===== src/rtl/cs_pkg.sv =====
// constants, state codes and register map of the can status and interrupt block
// assumes an 8-bit host register port and one controller clock
package cs_pkg;
  // ----------------------------------------------------------------
  // register offsets
  // ----------------------------------------------------------------
  localparam logic [7:0] CS_ADDR_MODE = 8'h00;
  localparam logic [7:0] CS_ADDR_CMD = 8'h01;
  localparam logic [7:0] CS_ADDR_STATUS = 8'h02;
  localparam logic [7:0] CS_ADDR_IRQ = 8'h03;
  localparam logic [7:0] CS_ADDR_IRQ_EN = 8'h04;
  localparam logic [7:0] CS_ADDR_WARN = 8'h0d;
  localparam logic [7:0] CS_ADDR_RXERR = 8'h0e;
  localparam logic [7:0] CS_ADDR_TXERR = 8'h0f;
  localparam logic [7:0] CS_ADDR_TXB_LO = 8'h10;
  localparam logic [7:0] CS_ADDR_TXB_HI = 8'h1c;
  // ----------------------------------------------------------------
  // field positions
  // ----------------------------------------------------------------
  localparam int CS_MODE_RESET = 0;
  localparam int CS_MODE_SLEEP = 4;
  localparam int CS_CMD_TX_REQ = 0;
  localparam int CS_CMD_ABORT = 1;
  localparam int CS_CMD_RELEASE = 2;
  localparam int CS_CMD_CLR_OVR = 3;
  localparam int CS_CMD_SELF_RX = 4;
  localparam int CS_IRQ_BUS_ERR = 7;
  localparam int CS_IRQ_ARB_LOST = 6;
  localparam int CS_IRQ_ERR_PASSIVE = 5;
  localparam int CS_IRQ_WAKE_UP = 4;
  localparam int CS_IRQ_OVERRUN = 3;
  localparam int CS_IRQ_ERR_WARN = 2;
  localparam int CS_IRQ_TRANSMIT = 1;
  localparam int CS_IRQ_RECEIVE = 0;
  // ----------------------------------------------------------------
  // reset values and limits
  // ----------------------------------------------------------------
  localparam logic [7:0] CS_WARN_RST = 8'h60;
  localparam logic [7:0] CS_EN_RST = 8'h00;
  localparam logic [8:0] CS_TX_BUSOFF_LIM = 9'h0ff;
  localparam logic [8:0] CS_TX_BUSOFF_LOAD = 9'h07f;
  localparam logic [8:0] CS_PASSIVE_LIM = 9'h07f;
  localparam logic [3:0] CS_IDLE_BITS = 4'hb;
  localparam logic [7:0] CS_RECOV_SEQ = 8'h80;
  // ----------------------------------------------------------------
  // bus participation states
  // ----------------------------------------------------------------
  typedef enum logic [1:0] {
    CS_ST_BOOT = 2'b00,
    CS_ST_ACTIVE = 2'b01,
    CS_ST_BUSOFF = 2'b10,
    CS_ST_RECOVER = 2'b11
  } cs_bus_st_t;
endpackage


===== src/rtl/cs_err_cnt.sv =====
// transmit and receive error counters with bus-off load and recovery count-down
// assumes increments and decrements come from protocol logic on the same clock
`timescale 1ns/1ps
`default_nettype none
module cs_err_cnt
  import cs_pkg::*;
(
  input wire logic clk_sys_i,
  input wire logic arst_n_i,
  input wire logic [3:0] tx_add_i,
  input wire logic tx_dec_i,
  input wire logic [3:0] rx_add_i,
  input wire logic rx_dec_i,
  input wire logic load_busoff_i,
  input wire logic clear_i,
  input wire logic recov_dec_i,
  output logic [8:0] tx_cnt_o,
  output logic [7:0] rx_cnt_o
);
  typedef struct packed {
    logic [8:0] tx;
    logic [7:0] rx;
  } cs_cnt_st_t;

  cs_cnt_st_t cnt_r;
  cs_cnt_st_t cnt_nxt;

  always_comb
  begin
    logic [9:0] tx_sum;
    logic [8:0] rx_sum;
    tx_sum = {1'b0, cnt_r.tx} + {6'h00, tx_add_i};
    rx_sum = {1'b0, cnt_r.rx} + {5'h00, rx_add_i};
    cnt_nxt = cnt_r;
    if (clear_i)
    begin
      cnt_nxt.tx = 9'h000;
      cnt_nxt.rx = 8'h00;
    end
    else if (load_busoff_i)
    begin
      cnt_nxt.tx = CS_TX_BUSOFF_LOAD;
      cnt_nxt.rx = 8'h00;
    end
    else if (recov_dec_i)
    begin
      if (cnt_r.tx != 9'h000)
        cnt_nxt.tx = cnt_r.tx - 9'h001;
    end
    else
    begin
      if (tx_add_i != 4'h0)
        cnt_nxt.tx = tx_sum[9] ? 9'h1ff : tx_sum[8:0];
      else if (tx_dec_i && cnt_r.tx != 9'h000)
        cnt_nxt.tx = cnt_r.tx - 9'h001;
      if (rx_add_i != 4'h0)
        cnt_nxt.rx = rx_sum[8] ? 8'hff : rx_sum[7:0];
      else if (rx_dec_i && cnt_r.rx != 8'h00)
        cnt_nxt.rx = cnt_r.rx - 8'h01;
    end
  end

  always_ff @(posedge clk_sys_i or negedge arst_n_i)
  begin
    if (!arst_n_i)
      cnt_r <= '0;
    else
      cnt_r <= cnt_nxt;
  end

  assign tx_cnt_o = cnt_r.tx;
  assign rx_cnt_o = cnt_r.rx;
endmodule // cs_err_cnt
`default_nettype wire


===== src/rtl/cs_idle_det.sv =====
// counts consecutive recessive bits and pulses once per completed run
// assumes bit_tick_i marks the sample point, rx_bit_i high is recessive
`timescale 1ns/1ps
`default_nettype none
module cs_idle_det
  import cs_pkg::*;
#(
  parameter logic [3:0] IDLE_BITS = CS_IDLE_BITS
)
(
  input wire logic clk_sys_i,
  input wire logic arst_n_i,
  input wire logic bit_tick_i,
  input wire logic rx_bit_i,
  input wire logic restart_i,
  output logic free_o
);
  typedef struct packed {
    logic [3:0] cnt;
    logic free;
  } cs_idle_st_t;

  cs_idle_st_t idle_r;
  cs_idle_st_t idle_nxt;

  always_comb
  begin
    idle_nxt = idle_r;
    idle_nxt.free = 1'b0;
    if (restart_i)
      idle_nxt.cnt = 4'h0;
    else if (bit_tick_i)
    begin
      if (!rx_bit_i)
        idle_nxt.cnt = 4'h0;
      else if (idle_r.cnt == IDLE_BITS - 4'h1)
      begin
        idle_nxt.cnt = 4'h0;
        idle_nxt.free = 1'b1;
      end
      else
        idle_nxt.cnt = idle_r.cnt + 4'h1;
    end
  end

  always_ff @(posedge clk_sys_i or negedge arst_n_i)
  begin
    if (!arst_n_i)
      idle_r <= '0;
    else
      idle_r <= idle_nxt;
  end

  assign free_o = idle_r.free;
endmodule // cs_idle_det
`default_nettype wire


===== src/rtl/cs_status_irq.sv =====
// status, bus-off handling and interrupt flags of a can controller
// assumes protocol core events are one-cycle pulses on clk_sys_i
//
// Behaviour
// tx counter above 255 sets bus-off, forces reset mode, error warning event.
// bus-off entry loads tx counter with 127 and clears rx counter.
// bus-off holds reset mode until host clears the reset-mode bit.
// after release, 128 bus-free runs are counted while tx counter counts down.
// recovery end clears bus-off, error status, both counters; error warning event.
// error status set while a counter is at or above warning limit.
// warning limit resets to 96.
// receive and transmit active both low means idle; both high means waiting.
// idle needs 11 recessive bits after reset, 128 such runs after bus-off.
// transmission complete clears on transmit or self-receive request, sets on success.
// transmit buffer writes while locked are silently dropped.
// message without fifo room is dropped; overrun flagged only when message valid.
// receive-buffer-full clears only after every stored message is released.
// interrupt output active while any flag set; read clears all but receive.
// bus error flag bit 7 set on bus error when enabled.
// arbitration lost flag bit 6 set on lost arbitration when enabled.
// error passive flag bit 5 set on entering or leaving error passive.
// wake-up flag set on bus activity in sleep or refused sleep request.
// overrun flag bit 3 set on rising overrun status when enabled.
// error warning flag bit 2 set on any change of error or bus-off status.
// transmit flag bit 1 set when buffer goes from locked to released.
// receive flag follows fifo non-empty, dips on release, survives reads.
// a flag event in the clearing read cycle wins and keeps the flag set.
//
// Strobed register access was left to the implementer.
`timescale 1ns/1ps
`default_nettype none
module cs_status_irq
  import cs_pkg::*;
#(
  parameter int MSG_W = 7
)
(
  input wire logic clk_sys_i,
  input wire logic arst_n_i,
  input wire logic [7:0] addr_i,
  input wire logic [7:0] wr_data_i,
  input wire logic wr_i,
  input wire logic rd_i,
  output logic [7:0] rd_data_o,
  input wire logic bit_tick_i,
  input wire logic rx_bit_i,
  input wire logic rx_active_i,
  input wire logic tx_active_i,
  input wire logic [3:0] tx_err_add_i,
  input wire logic tx_err_dec_i,
  input wire logic [3:0] rx_err_add_i,
  input wire logic rx_err_dec_i,
  input wire logic tx_done_ok_i,
  input wire logic tx_buf_release_i,
  input wire logic bus_err_i,
  input wire logic arb_lost_i,
  input wire logic rx_msg_valid_i,
  input wire logic [6:0] rx_need_i,
  input wire logic [6:0] rx_fifo_free_i,
  output logic irq_n_o,
  output logic tx_request_o,
  output logic self_rx_o,
  output logic tx_abort_o,
  output logic txb_we_o,
  output logic [3:0] txb_addr_o,
  output logic [7:0] txb_data_o,
  output logic rx_store_o,
  output logic rx_release_o,
  output logic reset_mode_o,
  output logic sleep_o
);
  // ----------------------------------------------------------------
  // state
  // ----------------------------------------------------------------
  typedef struct packed {
    cs_bus_st_t bus_st;
    logic [7:0] recov;
    logic mode_rst;
    logic sleep;
    logic [7:0] en;
    logic [7:0] warn;
    logic [7:1] flags;
    logic ri;
    logic irq_n;
    logic es;
    logic ep;
    logic transmission_complete_status;
    logic tx_buffer_released_status;
    logic overrun_status;
    logic [MSG_W-1:0] msg_cnt;
    logic tr;
    logic srr;
    logic abort;
    logic txb_we;
    logic [3:0] txb_addr;
    logic [7:0] txb_data;
    logic store;
    logic release_p;
    logic [7:0] rd_data;
  } cs_top_st_t;

  cs_top_st_t r;
  cs_top_st_t nxt;

  logic [8:0] tx_cnt;
  logic [7:0] rx_cnt;
  logic bus_free;
  logic busoff_enter;
  logic recov_step;
  logic recov_done;
  logic idle_restart;
  logic bs;

  assign bs = (r.bus_st == CS_ST_BUSOFF) || (r.bus_st == CS_ST_RECOVER);
  assign busoff_enter = !bs && (tx_cnt > CS_TX_BUSOFF_LIM);
  assign recov_step = (r.bus_st == CS_ST_RECOVER) && bus_free;
  assign recov_done = recov_step && (r.recov == CS_RECOV_SEQ - 8'h01);
  assign idle_restart = (r.bus_st == CS_ST_BUSOFF) && !r.mode_rst;

  // ----------------------------------------------------------------
  // error counters and bus-free detection
  // ----------------------------------------------------------------
  cs_err_cnt u_err_cnt (
    .clk_sys_i(clk_sys_i),
    .arst_n_i(arst_n_i),
    .tx_add_i(bs ? 4'h0 : tx_err_add_i),
    .tx_dec_i(tx_err_dec_i && !bs),
    .rx_add_i(bs ? 4'h0 : rx_err_add_i),
    .rx_dec_i(rx_err_dec_i && !bs),
    .load_busoff_i(busoff_enter),
    .clear_i(recov_done),
    .recov_dec_i(recov_step),
    .tx_cnt_o(tx_cnt),
    .rx_cnt_o(rx_cnt)
  );

  cs_idle_det #(
    .IDLE_BITS(CS_IDLE_BITS)
  ) u_idle_det (
    .clk_sys_i(clk_sys_i),
    .arst_n_i(arst_n_i),
    .bit_tick_i(bit_tick_i),
    .rx_bit_i(rx_bit_i),
    .restart_i(idle_restart),
    .free_o(bus_free)
  );

  // ----------------------------------------------------------------
  // next state
  // ----------------------------------------------------------------
  always_comb
  begin
    logic wr_mode;
    logic wr_cmd;
    logic wr_txb;
    logic rd_irq;
    logic waiting;
    logic bs_nxt;
    logic overrun;
    logic [7:1] evt;
    wr_mode = wr_i && (addr_i == CS_ADDR_MODE);
    wr_cmd = wr_i && (addr_i == CS_ADDR_CMD);
    wr_txb = wr_i && (addr_i >= CS_ADDR_TXB_LO) && (addr_i <= CS_ADDR_TXB_HI);
    rd_irq = rd_i && (addr_i == CS_ADDR_IRQ);
    waiting = (r.bus_st != CS_ST_ACTIVE);
    overrun = rx_msg_valid_i && (rx_need_i > rx_fifo_free_i);
    evt = '0;
    bs_nxt = 1'b0;
    nxt = r;
    nxt.abort = 1'b0;
    nxt.txb_we = 1'b0;
    nxt.store = 1'b0;
    nxt.release_p = 1'b0;
    // bus participation
    case (r.bus_st)
      CS_ST_BOOT:
      begin
        if (busoff_enter)
          nxt.bus_st = CS_ST_BUSOFF;
        else if (bus_free)
          nxt.bus_st = CS_ST_ACTIVE;
      end
      CS_ST_ACTIVE:
      begin
        if (busoff_enter)
          nxt.bus_st = CS_ST_BUSOFF;
      end
      CS_ST_BUSOFF:
      begin
        nxt.recov = 8'h00;
        if (!r.mode_rst)
          nxt.bus_st = CS_ST_RECOVER;
      end
      CS_ST_RECOVER:
      begin
        if (recov_done)
          nxt.bus_st = CS_ST_ACTIVE;
        else if (recov_step)
          nxt.recov = r.recov + 8'h01;
      end
      default:
        nxt.bus_st = CS_ST_BOOT;
    endcase
    bs_nxt = (nxt.bus_st == CS_ST_BUSOFF) || (nxt.bus_st == CS_ST_RECOVER);
    // error levels from the counters
    nxt.es = ((tx_cnt >= {1'b0, r.warn}) || (rx_cnt >= r.warn)) && !recov_done;
    nxt.ep = (tx_cnt > CS_PASSIVE_LIM) || ({1'b0, rx_cnt} > CS_PASSIVE_LIM);
    evt[CS_IRQ_ERR_WARN] = r.en[CS_IRQ_ERR_WARN] && ((nxt.es != r.es) || (bs_nxt != bs));
    evt[CS_IRQ_ERR_PASSIVE] = r.en[CS_IRQ_ERR_PASSIVE] && (nxt.ep != r.ep);
    evt[CS_IRQ_BUS_ERR] = r.en[CS_IRQ_BUS_ERR] && bus_err_i;
    evt[CS_IRQ_ARB_LOST] = r.en[CS_IRQ_ARB_LOST] && arb_lost_i;
    // mode register
    if (wr_mode)
    begin
      nxt.mode_rst = wr_data_i[CS_MODE_RESET];
      if (wr_data_i[CS_MODE_SLEEP] && !r.sleep)
      begin
        if (rx_active_i || tx_active_i || !r.irq_n)
          evt[CS_IRQ_WAKE_UP] = r.en[CS_IRQ_WAKE_UP];
        else
          nxt.sleep = 1'b1;
      end
      else if (!wr_data_i[CS_MODE_SLEEP])
        nxt.sleep = 1'b0;
    end
    if (r.sleep && bit_tick_i && !rx_bit_i)
    begin
      nxt.sleep = 1'b0;
      evt[CS_IRQ_WAKE_UP] = r.en[CS_IRQ_WAKE_UP];
    end
    if (busoff_enter)
      nxt.mode_rst = 1'b1;
    // other writable registers
    if (wr_i && addr_i == CS_ADDR_IRQ_EN)
      nxt.en = wr_data_i;
    if (wr_i && addr_i == CS_ADDR_WARN)
      nxt.warn = wr_data_i;
    // transmit side
    if (tx_active_i)
    begin
      nxt.tr = 1'b0;
      nxt.srr = 1'b0;
    end
    if (tx_done_ok_i)
      nxt.transmission_complete_status = 1'b1;
    if (tx_buf_release_i)
    begin
      nxt.tx_buffer_released_status = 1'b1;
      evt[CS_IRQ_TRANSMIT] = r.en[CS_IRQ_TRANSMIT] && !r.tx_buffer_released_status;
    end
    if (wr_cmd)
    begin
      nxt.abort = wr_data_i[CS_CMD_ABORT];
      if (wr_data_i[CS_CMD_TX_REQ] || wr_data_i[CS_CMD_SELF_RX])
      begin
        nxt.transmission_complete_status = 1'b0;
        nxt.tx_buffer_released_status = 1'b0;
        nxt.tr = 1'b1;
        nxt.srr = wr_data_i[CS_CMD_SELF_RX] && !wr_data_i[CS_CMD_TX_REQ];
      end
      if (wr_data_i[CS_CMD_CLR_OVR])
        nxt.overrun_status = 1'b0;
    end
    if (wr_txb && r.tx_buffer_released_status)
    begin
      nxt.txb_we = 1'b1;
      nxt.txb_addr = 4'(addr_i - CS_ADDR_TXB_LO);
      nxt.txb_data = wr_data_i;
    end
    // receive side
    if (overrun)
    begin
      nxt.overrun_status = 1'b1;
      evt[CS_IRQ_OVERRUN] = r.en[CS_IRQ_OVERRUN] && !r.overrun_status;
    end
    else if (rx_msg_valid_i && (&r.msg_cnt == 1'b0))
    begin
      nxt.store = 1'b1;
      nxt.msg_cnt = nxt.msg_cnt + MSG_W'(1);
    end
    if (wr_cmd && wr_data_i[CS_CMD_RELEASE] && r.msg_cnt != '0)
    begin
      nxt.release_p = 1'b1;
      nxt.msg_cnt = nxt.msg_cnt - MSG_W'(1);
    end
    nxt.ri = r.en[CS_IRQ_RECEIVE] && (nxt.msg_cnt != '0)
             && !(wr_cmd && wr_data_i[CS_CMD_RELEASE]);
    // interrupt flags; the read clears, a same-cycle event wins
    nxt.flags = (rd_irq ? 7'h00 : r.flags) | evt;
    nxt.irq_n = !((|nxt.flags) || nxt.ri);
    // read data, one cycle after the strobe
    nxt.rd_data = 8'h00;
    if (rd_i)
    begin
      case (addr_i)
        CS_ADDR_MODE: nxt.rd_data = {3'h0, r.sleep, 3'h0, r.mode_rst};
        CS_ADDR_STATUS: nxt.rd_data = {bs, r.es, tx_active_i || waiting, rx_active_i || waiting,
                                       r.transmission_complete_status, r.tx_buffer_released_status, r.overrun_status, r.msg_cnt != '0};
        CS_ADDR_IRQ: nxt.rd_data = {r.flags, r.ri};
        CS_ADDR_IRQ_EN: nxt.rd_data = r.en;
        CS_ADDR_WARN: nxt.rd_data = r.warn;
        CS_ADDR_RXERR: nxt.rd_data = rx_cnt;
        CS_ADDR_TXERR: nxt.rd_data = tx_cnt[7:0];
        default: nxt.rd_data = 8'h00;
      endcase
    end
  end

  always_ff @(posedge clk_sys_i or negedge arst_n_i)
  begin
    if (!arst_n_i)
    begin
      r <= '0;
      r.bus_st <= CS_ST_BOOT;
      r.mode_rst <= 1'b1;
      r.en <= CS_EN_RST;
      r.warn <= CS_WARN_RST;
      r.irq_n <= 1'b1;
      r.transmission_complete_status <= 1'b1;
      r.tx_buffer_released_status <= 1'b1;
    end
    else
      r <= nxt;
  end

  // ----------------------------------------------------------------
  // outputs
  // ----------------------------------------------------------------
  assign rd_data_o = r.rd_data;
  assign irq_n_o = r.irq_n;
  assign tx_request_o = r.tr;
  assign self_rx_o = r.srr;
  assign tx_abort_o = r.abort;
  assign txb_we_o = r.txb_we;
  assign txb_addr_o = r.txb_addr;
  assign txb_data_o = r.txb_data;
  assign rx_store_o = r.store;
  assign rx_release_o = r.release_p;
  assign reset_mode_o = r.mode_rst;
  assign sleep_o = r.sleep;
endmodule // cs_status_irq
`default_nettype wire


===== config.mk =====
export PLATFORM = sky130hd
export DESIGN_NAME = cs_status_irq
export DESIGN_NICKNAME = d
export VERILOG_FILES = /design/src/rtl/cs_pkg.sv /design/src/rtl/cs_err_cnt.sv /design/src/rtl/cs_idle_det.sv /design/src/rtl/cs_status_irq.sv
export SDC_FILE = /design/constraint.sdc
export NUM_CORES = 1
export LEC_CHECK = 0
export BUFFER_PORTS_ARGS = -buffer_cell sky130_fd_sc_hd__buf_2
export CORE_ASPECT_RATIO = 1.2
export CORE_MARGIN = 2
export CORE_UTILIZATION = 48
export CTS_CLUSTER_DIAMETER = 30
export DETAILED_ROUTE_END_ITERATION = 6
export MAX_ROUTING_LAYER = met4
export PLACE_DENSITY_LB_ADDON = 0.12
export SLEW_MARGIN = 30
export SYNTH_ARGS = -nofsm -noshare
export SYNTH_HDL_FRONTEND = slang
export SYNTH_SLANG_ARGS = --single-unit

===== constraint.sdc =====
create_clock -name clk_sys_i -period 4.5 [get_ports clk_sys_i]
set_input_delay 0.675 -clock clk_sys_i [delete_from_list [all_inputs] [get_ports clk_sys_i]]
set_output_delay 0.675 -clock clk_sys_i [all_outputs]
set_load 0.1 [all_outputs]

==> summary.md <==
| Metric | Value |
|---|---|
| Dpl ws | `1280 ps` |
| Layout cells sized above 1 | `17.7%` |
| Pre-Repair DR Iteration Count | `7` |
| CP most frequent cell | `a21oi_1` |
| Seq/Total Area, Yosys | `38.4%` |
| VDD IR-drop max | `286 uV` |
| Clock buffer count from CTS | `9` |
| H-tree levels | `3` |
| Insertion delay to the later sink of the worst-skew pair | `350 ps` |
| EDFF count, synth | `0` |
| Total congestion overflow | `0` |
| Total wire length | `16,400 um` |
| DR vias | `5,441` |
| Post-CTS Setup Repair Bufs | `0` |
| Max-slew headroom | `39.8%` |
| Sequence of cells on the critical path | `inv_2 -> nand2_1 -> fa_1 -> nor2b_1 -> o21ai_0 -> nand2_1 -> a21oi_1 -> a21oi_1 -> o21ai_0 -> a21oi_1` |
| Routed Antenna Nets | `0` |
| Crit path DAT | `3410 ps` |
| FP Rows | `46` |
| Synth top area share | `35.9%` |
| Clock sink total | `97` |
| Mapped Cells | `713` |
| Cell with the most instances after synthesis | `nand2_1` |
| Biggest area consumer among synthesized cells | `dfrtp_1` |
| Status | `finished, final reports clean` |
| Worst Hold Margin | `416 ps` |
| Total core area | `13,100 sq um` |
| Min cycle time layout | `3210 ps` |
| Net Count, Synth | `809` |
| Hold-fix buffers, CTS | `0` |
| Fraction of registers with async set/reset | `100%` |
| Leakage | `0.00330 uW` |
| Final count of pins violating max slew | `0` |
| Iter 0 DRT Violations | `255` |
| CP peak stage delay | `870 ps` |
| Area Overhead vs Synth | `10.7%` |
| Critical path's top delay family | `compound AO/OA/AOI/OAI gates` |
| Synthesized flop and latch total | `97` |
| Average cell area after synthesis | `8.90 sq um` |
| Die width | `109 um` |
| Clock root buffer | `clkbuf_16` |
| GRT Total Usage | `25.1%` |
| Pwr dens | `510 nW/um^2` |
| DRC Markers | `0` |
| CTS clk-pin slew, worst paths | `70 ps` |
| Die area | `14,200 sq um` |
| IO buf count | `81` |
| Crit path required time | `4700 ps` |
| Synth top area cells | `dfrtp_1, ha_1, nand2_1` |
| Die height | `130 um` |
| Max clock buf depth | `2` |
| Crit path buffers/inverters | `1` |
| Vias in the first global route | `5,323` |
| Via-to-Cell Ratio | `5.84` |
| Setup crit start kind | `register` |
| CTS tree | `done` |
| Crit end category | `register` |
| Synth cell types | `75` |
| Fin crit share | `71.4%` |
| Slack of the critical path | `1290 ps` |
| First-pass GRT wire length | `26,900 um` |
| Starting Density | `48.6%` |
| Fmax | `0.311 GHz` |
| Ports | `82` |
| Worst-path maximum fanout | `23` |
| Initial antenna violation count | `0` |
| Worst min path class | `input pin to asynchronous set/reset pin` |
| Top_reg_cell synth | `dfrtp_1` |
| Synthesized cell area | `6350 sq um` |
| # diodes | `0` |
| Max Cap Viol | `0` |
| Final Setup Violations | `0` |
| RSZ-0062 raised after global routing | `no` |
| Final clock skew | `3.88 ps` |
| Fin. Hold Viols | `0` |
| Slowest CP cell | `dfrtp_1` |
| Final TNS setup | `0 ps` |
| Commonest cells post-synth | `nand2_1, dfrtp_1, nor2_1` |
| Crit path kind | `register to register` |
| Hpwl dp | `12,400 um` |
| RePlAce Congestion | `0.885` |
| Nets | `855` |
| Post-cts resize count | `0` |
| Wire per inst | `17.6 um` |
| Worst-Margin Slew | `899 ps` |
| Yosys warns | `0` |
| Largest net degree at the start of global routing | `68` |
-- cells in the final DEF (no fill, tap or decap), types with 9 or more instances in the layout --
cell	netlist	final
nand2_1	94	94
dfrtp_1	91	91
buf_2	1	80
nor2_1	48	48
a21oi_1	46	46
o21ai_0	44	44
ha_1	41	41
inv_1	39	39
nand3_1	19	19
nor2b_1	18	18
a22o_1	16	16
mux2_2	15	15
xnor2_1	13	13
nor3_1	11	11
a31oi_1	9	9
clkbuf_16	0	9
-- stage by stage --
| stage | util, % | instances | area (sq um) | power (uW) |
|---|---|---|---|---|
| after detailed placement | 51.5 | 916 | 6730 | 2800 |
| after global placement | 51.5 | 916 | 6730 | 2740 |
| final | 53.8 | 932 | 7030 | 3580 |
| after CTS | 53.8 | 932 | 7030 | 3590 |
| after global routing | 53.8 | 932 | 7030 | 3850 |
| after floorplan | - | 713 | 6350 | 2440 |
-- kinds of logic (layout without fill, tap and decap cells) --
| kind of cell | count (synthesis) | after routing | synth area share, % |
|---|---|---|---|
| adders and majority gates | 43 | 43 | 8.71 |
| xor gates and xnor gates | 21 | 21 | 2.90 |
| buffers and inverters | 91 | 142 | 6.60 |
| muxes | 24 | 24 | 4.20 |
| and+or+nand+nor | 257 | 257 | 20.6 |
| AOI/OAI and AO/OA | 180 | 180 | 18.6 |
| DFF | 97 | 97 | 38.4 |
-- state kept, by name (all words and copies together) (netlist names), 4 cells and up --
name                flops
r                      46
rd_data_o               8
txb_addr_o              4
txb_data_o              8
u_err_cnt.rx_cnt_o      8
u_err_cnt.tx_cnt_o      9
u_idle_det.idle_r       4
-- worst paths after layout --
kind                       slack [ps]                      start  cells past startpoint                                 to
min reg2reg                       480  txb_data_o[7]$_DFFE_PN0P_                      2          txb_data_o[7]$_DFFE_PN0P_
max reg2reg                      1290            r[74]$_DFF_PN0_                     10  u_err_cnt.rx_cnt_o[2]$_DFFE_PN0P_
min in group clk_sys_i            480  txb_data_o[7]$_DFFE_PN0P_                      2          txb_data_o[7]$_DFFE_PN0P_
max                              1290            r[74]$_DFF_PN0_                     10  u_err_cnt.rx_cnt_o[2]$_DFFE_PN0P_
min                               420                   arst_n_i                      1             tx_request_o$_DFF_PN0_
max in group asynchronous        3110                   arst_n_i                      2           reset_mode_o$_DFFE_PN1P_
-- routing by layer --
metal	routed length, um	global-route usage [%]	vias to the layer above	share of wire (%)
met5	0	-	-	0
met4	533	10.2	0	3.2
met3	681	3.90	36	4.1
met2	8230	42.1	138	50
met1	6990	30.0	2634	43
li1	-	-	2633	-
-- final cells by class --
| cell class | instances | area (sq um) |
|---|---|---|
| Fill cell | 1208 | 6040 |
| Multi-Input combinational cell | 525 | 3500 |
| Sequential cell | 97 | 2430 |
| Timing Repair Buffer | 84 | 430 |
| Clock buffer | 10 | 229 |
| Tap cell | 168 | 210 |
| Inverter | 42 | 159 |
| Clock inverter | 6 | 67.6 |
-- power breakdown --
part,switching (uW),total (uW),internal [uW]
clock network,347,780,433
registers,299,1330,1030
logic,924,1470,549
total,1570,3580,2010
Note: power is estimated with default switching activity, not from simulation.
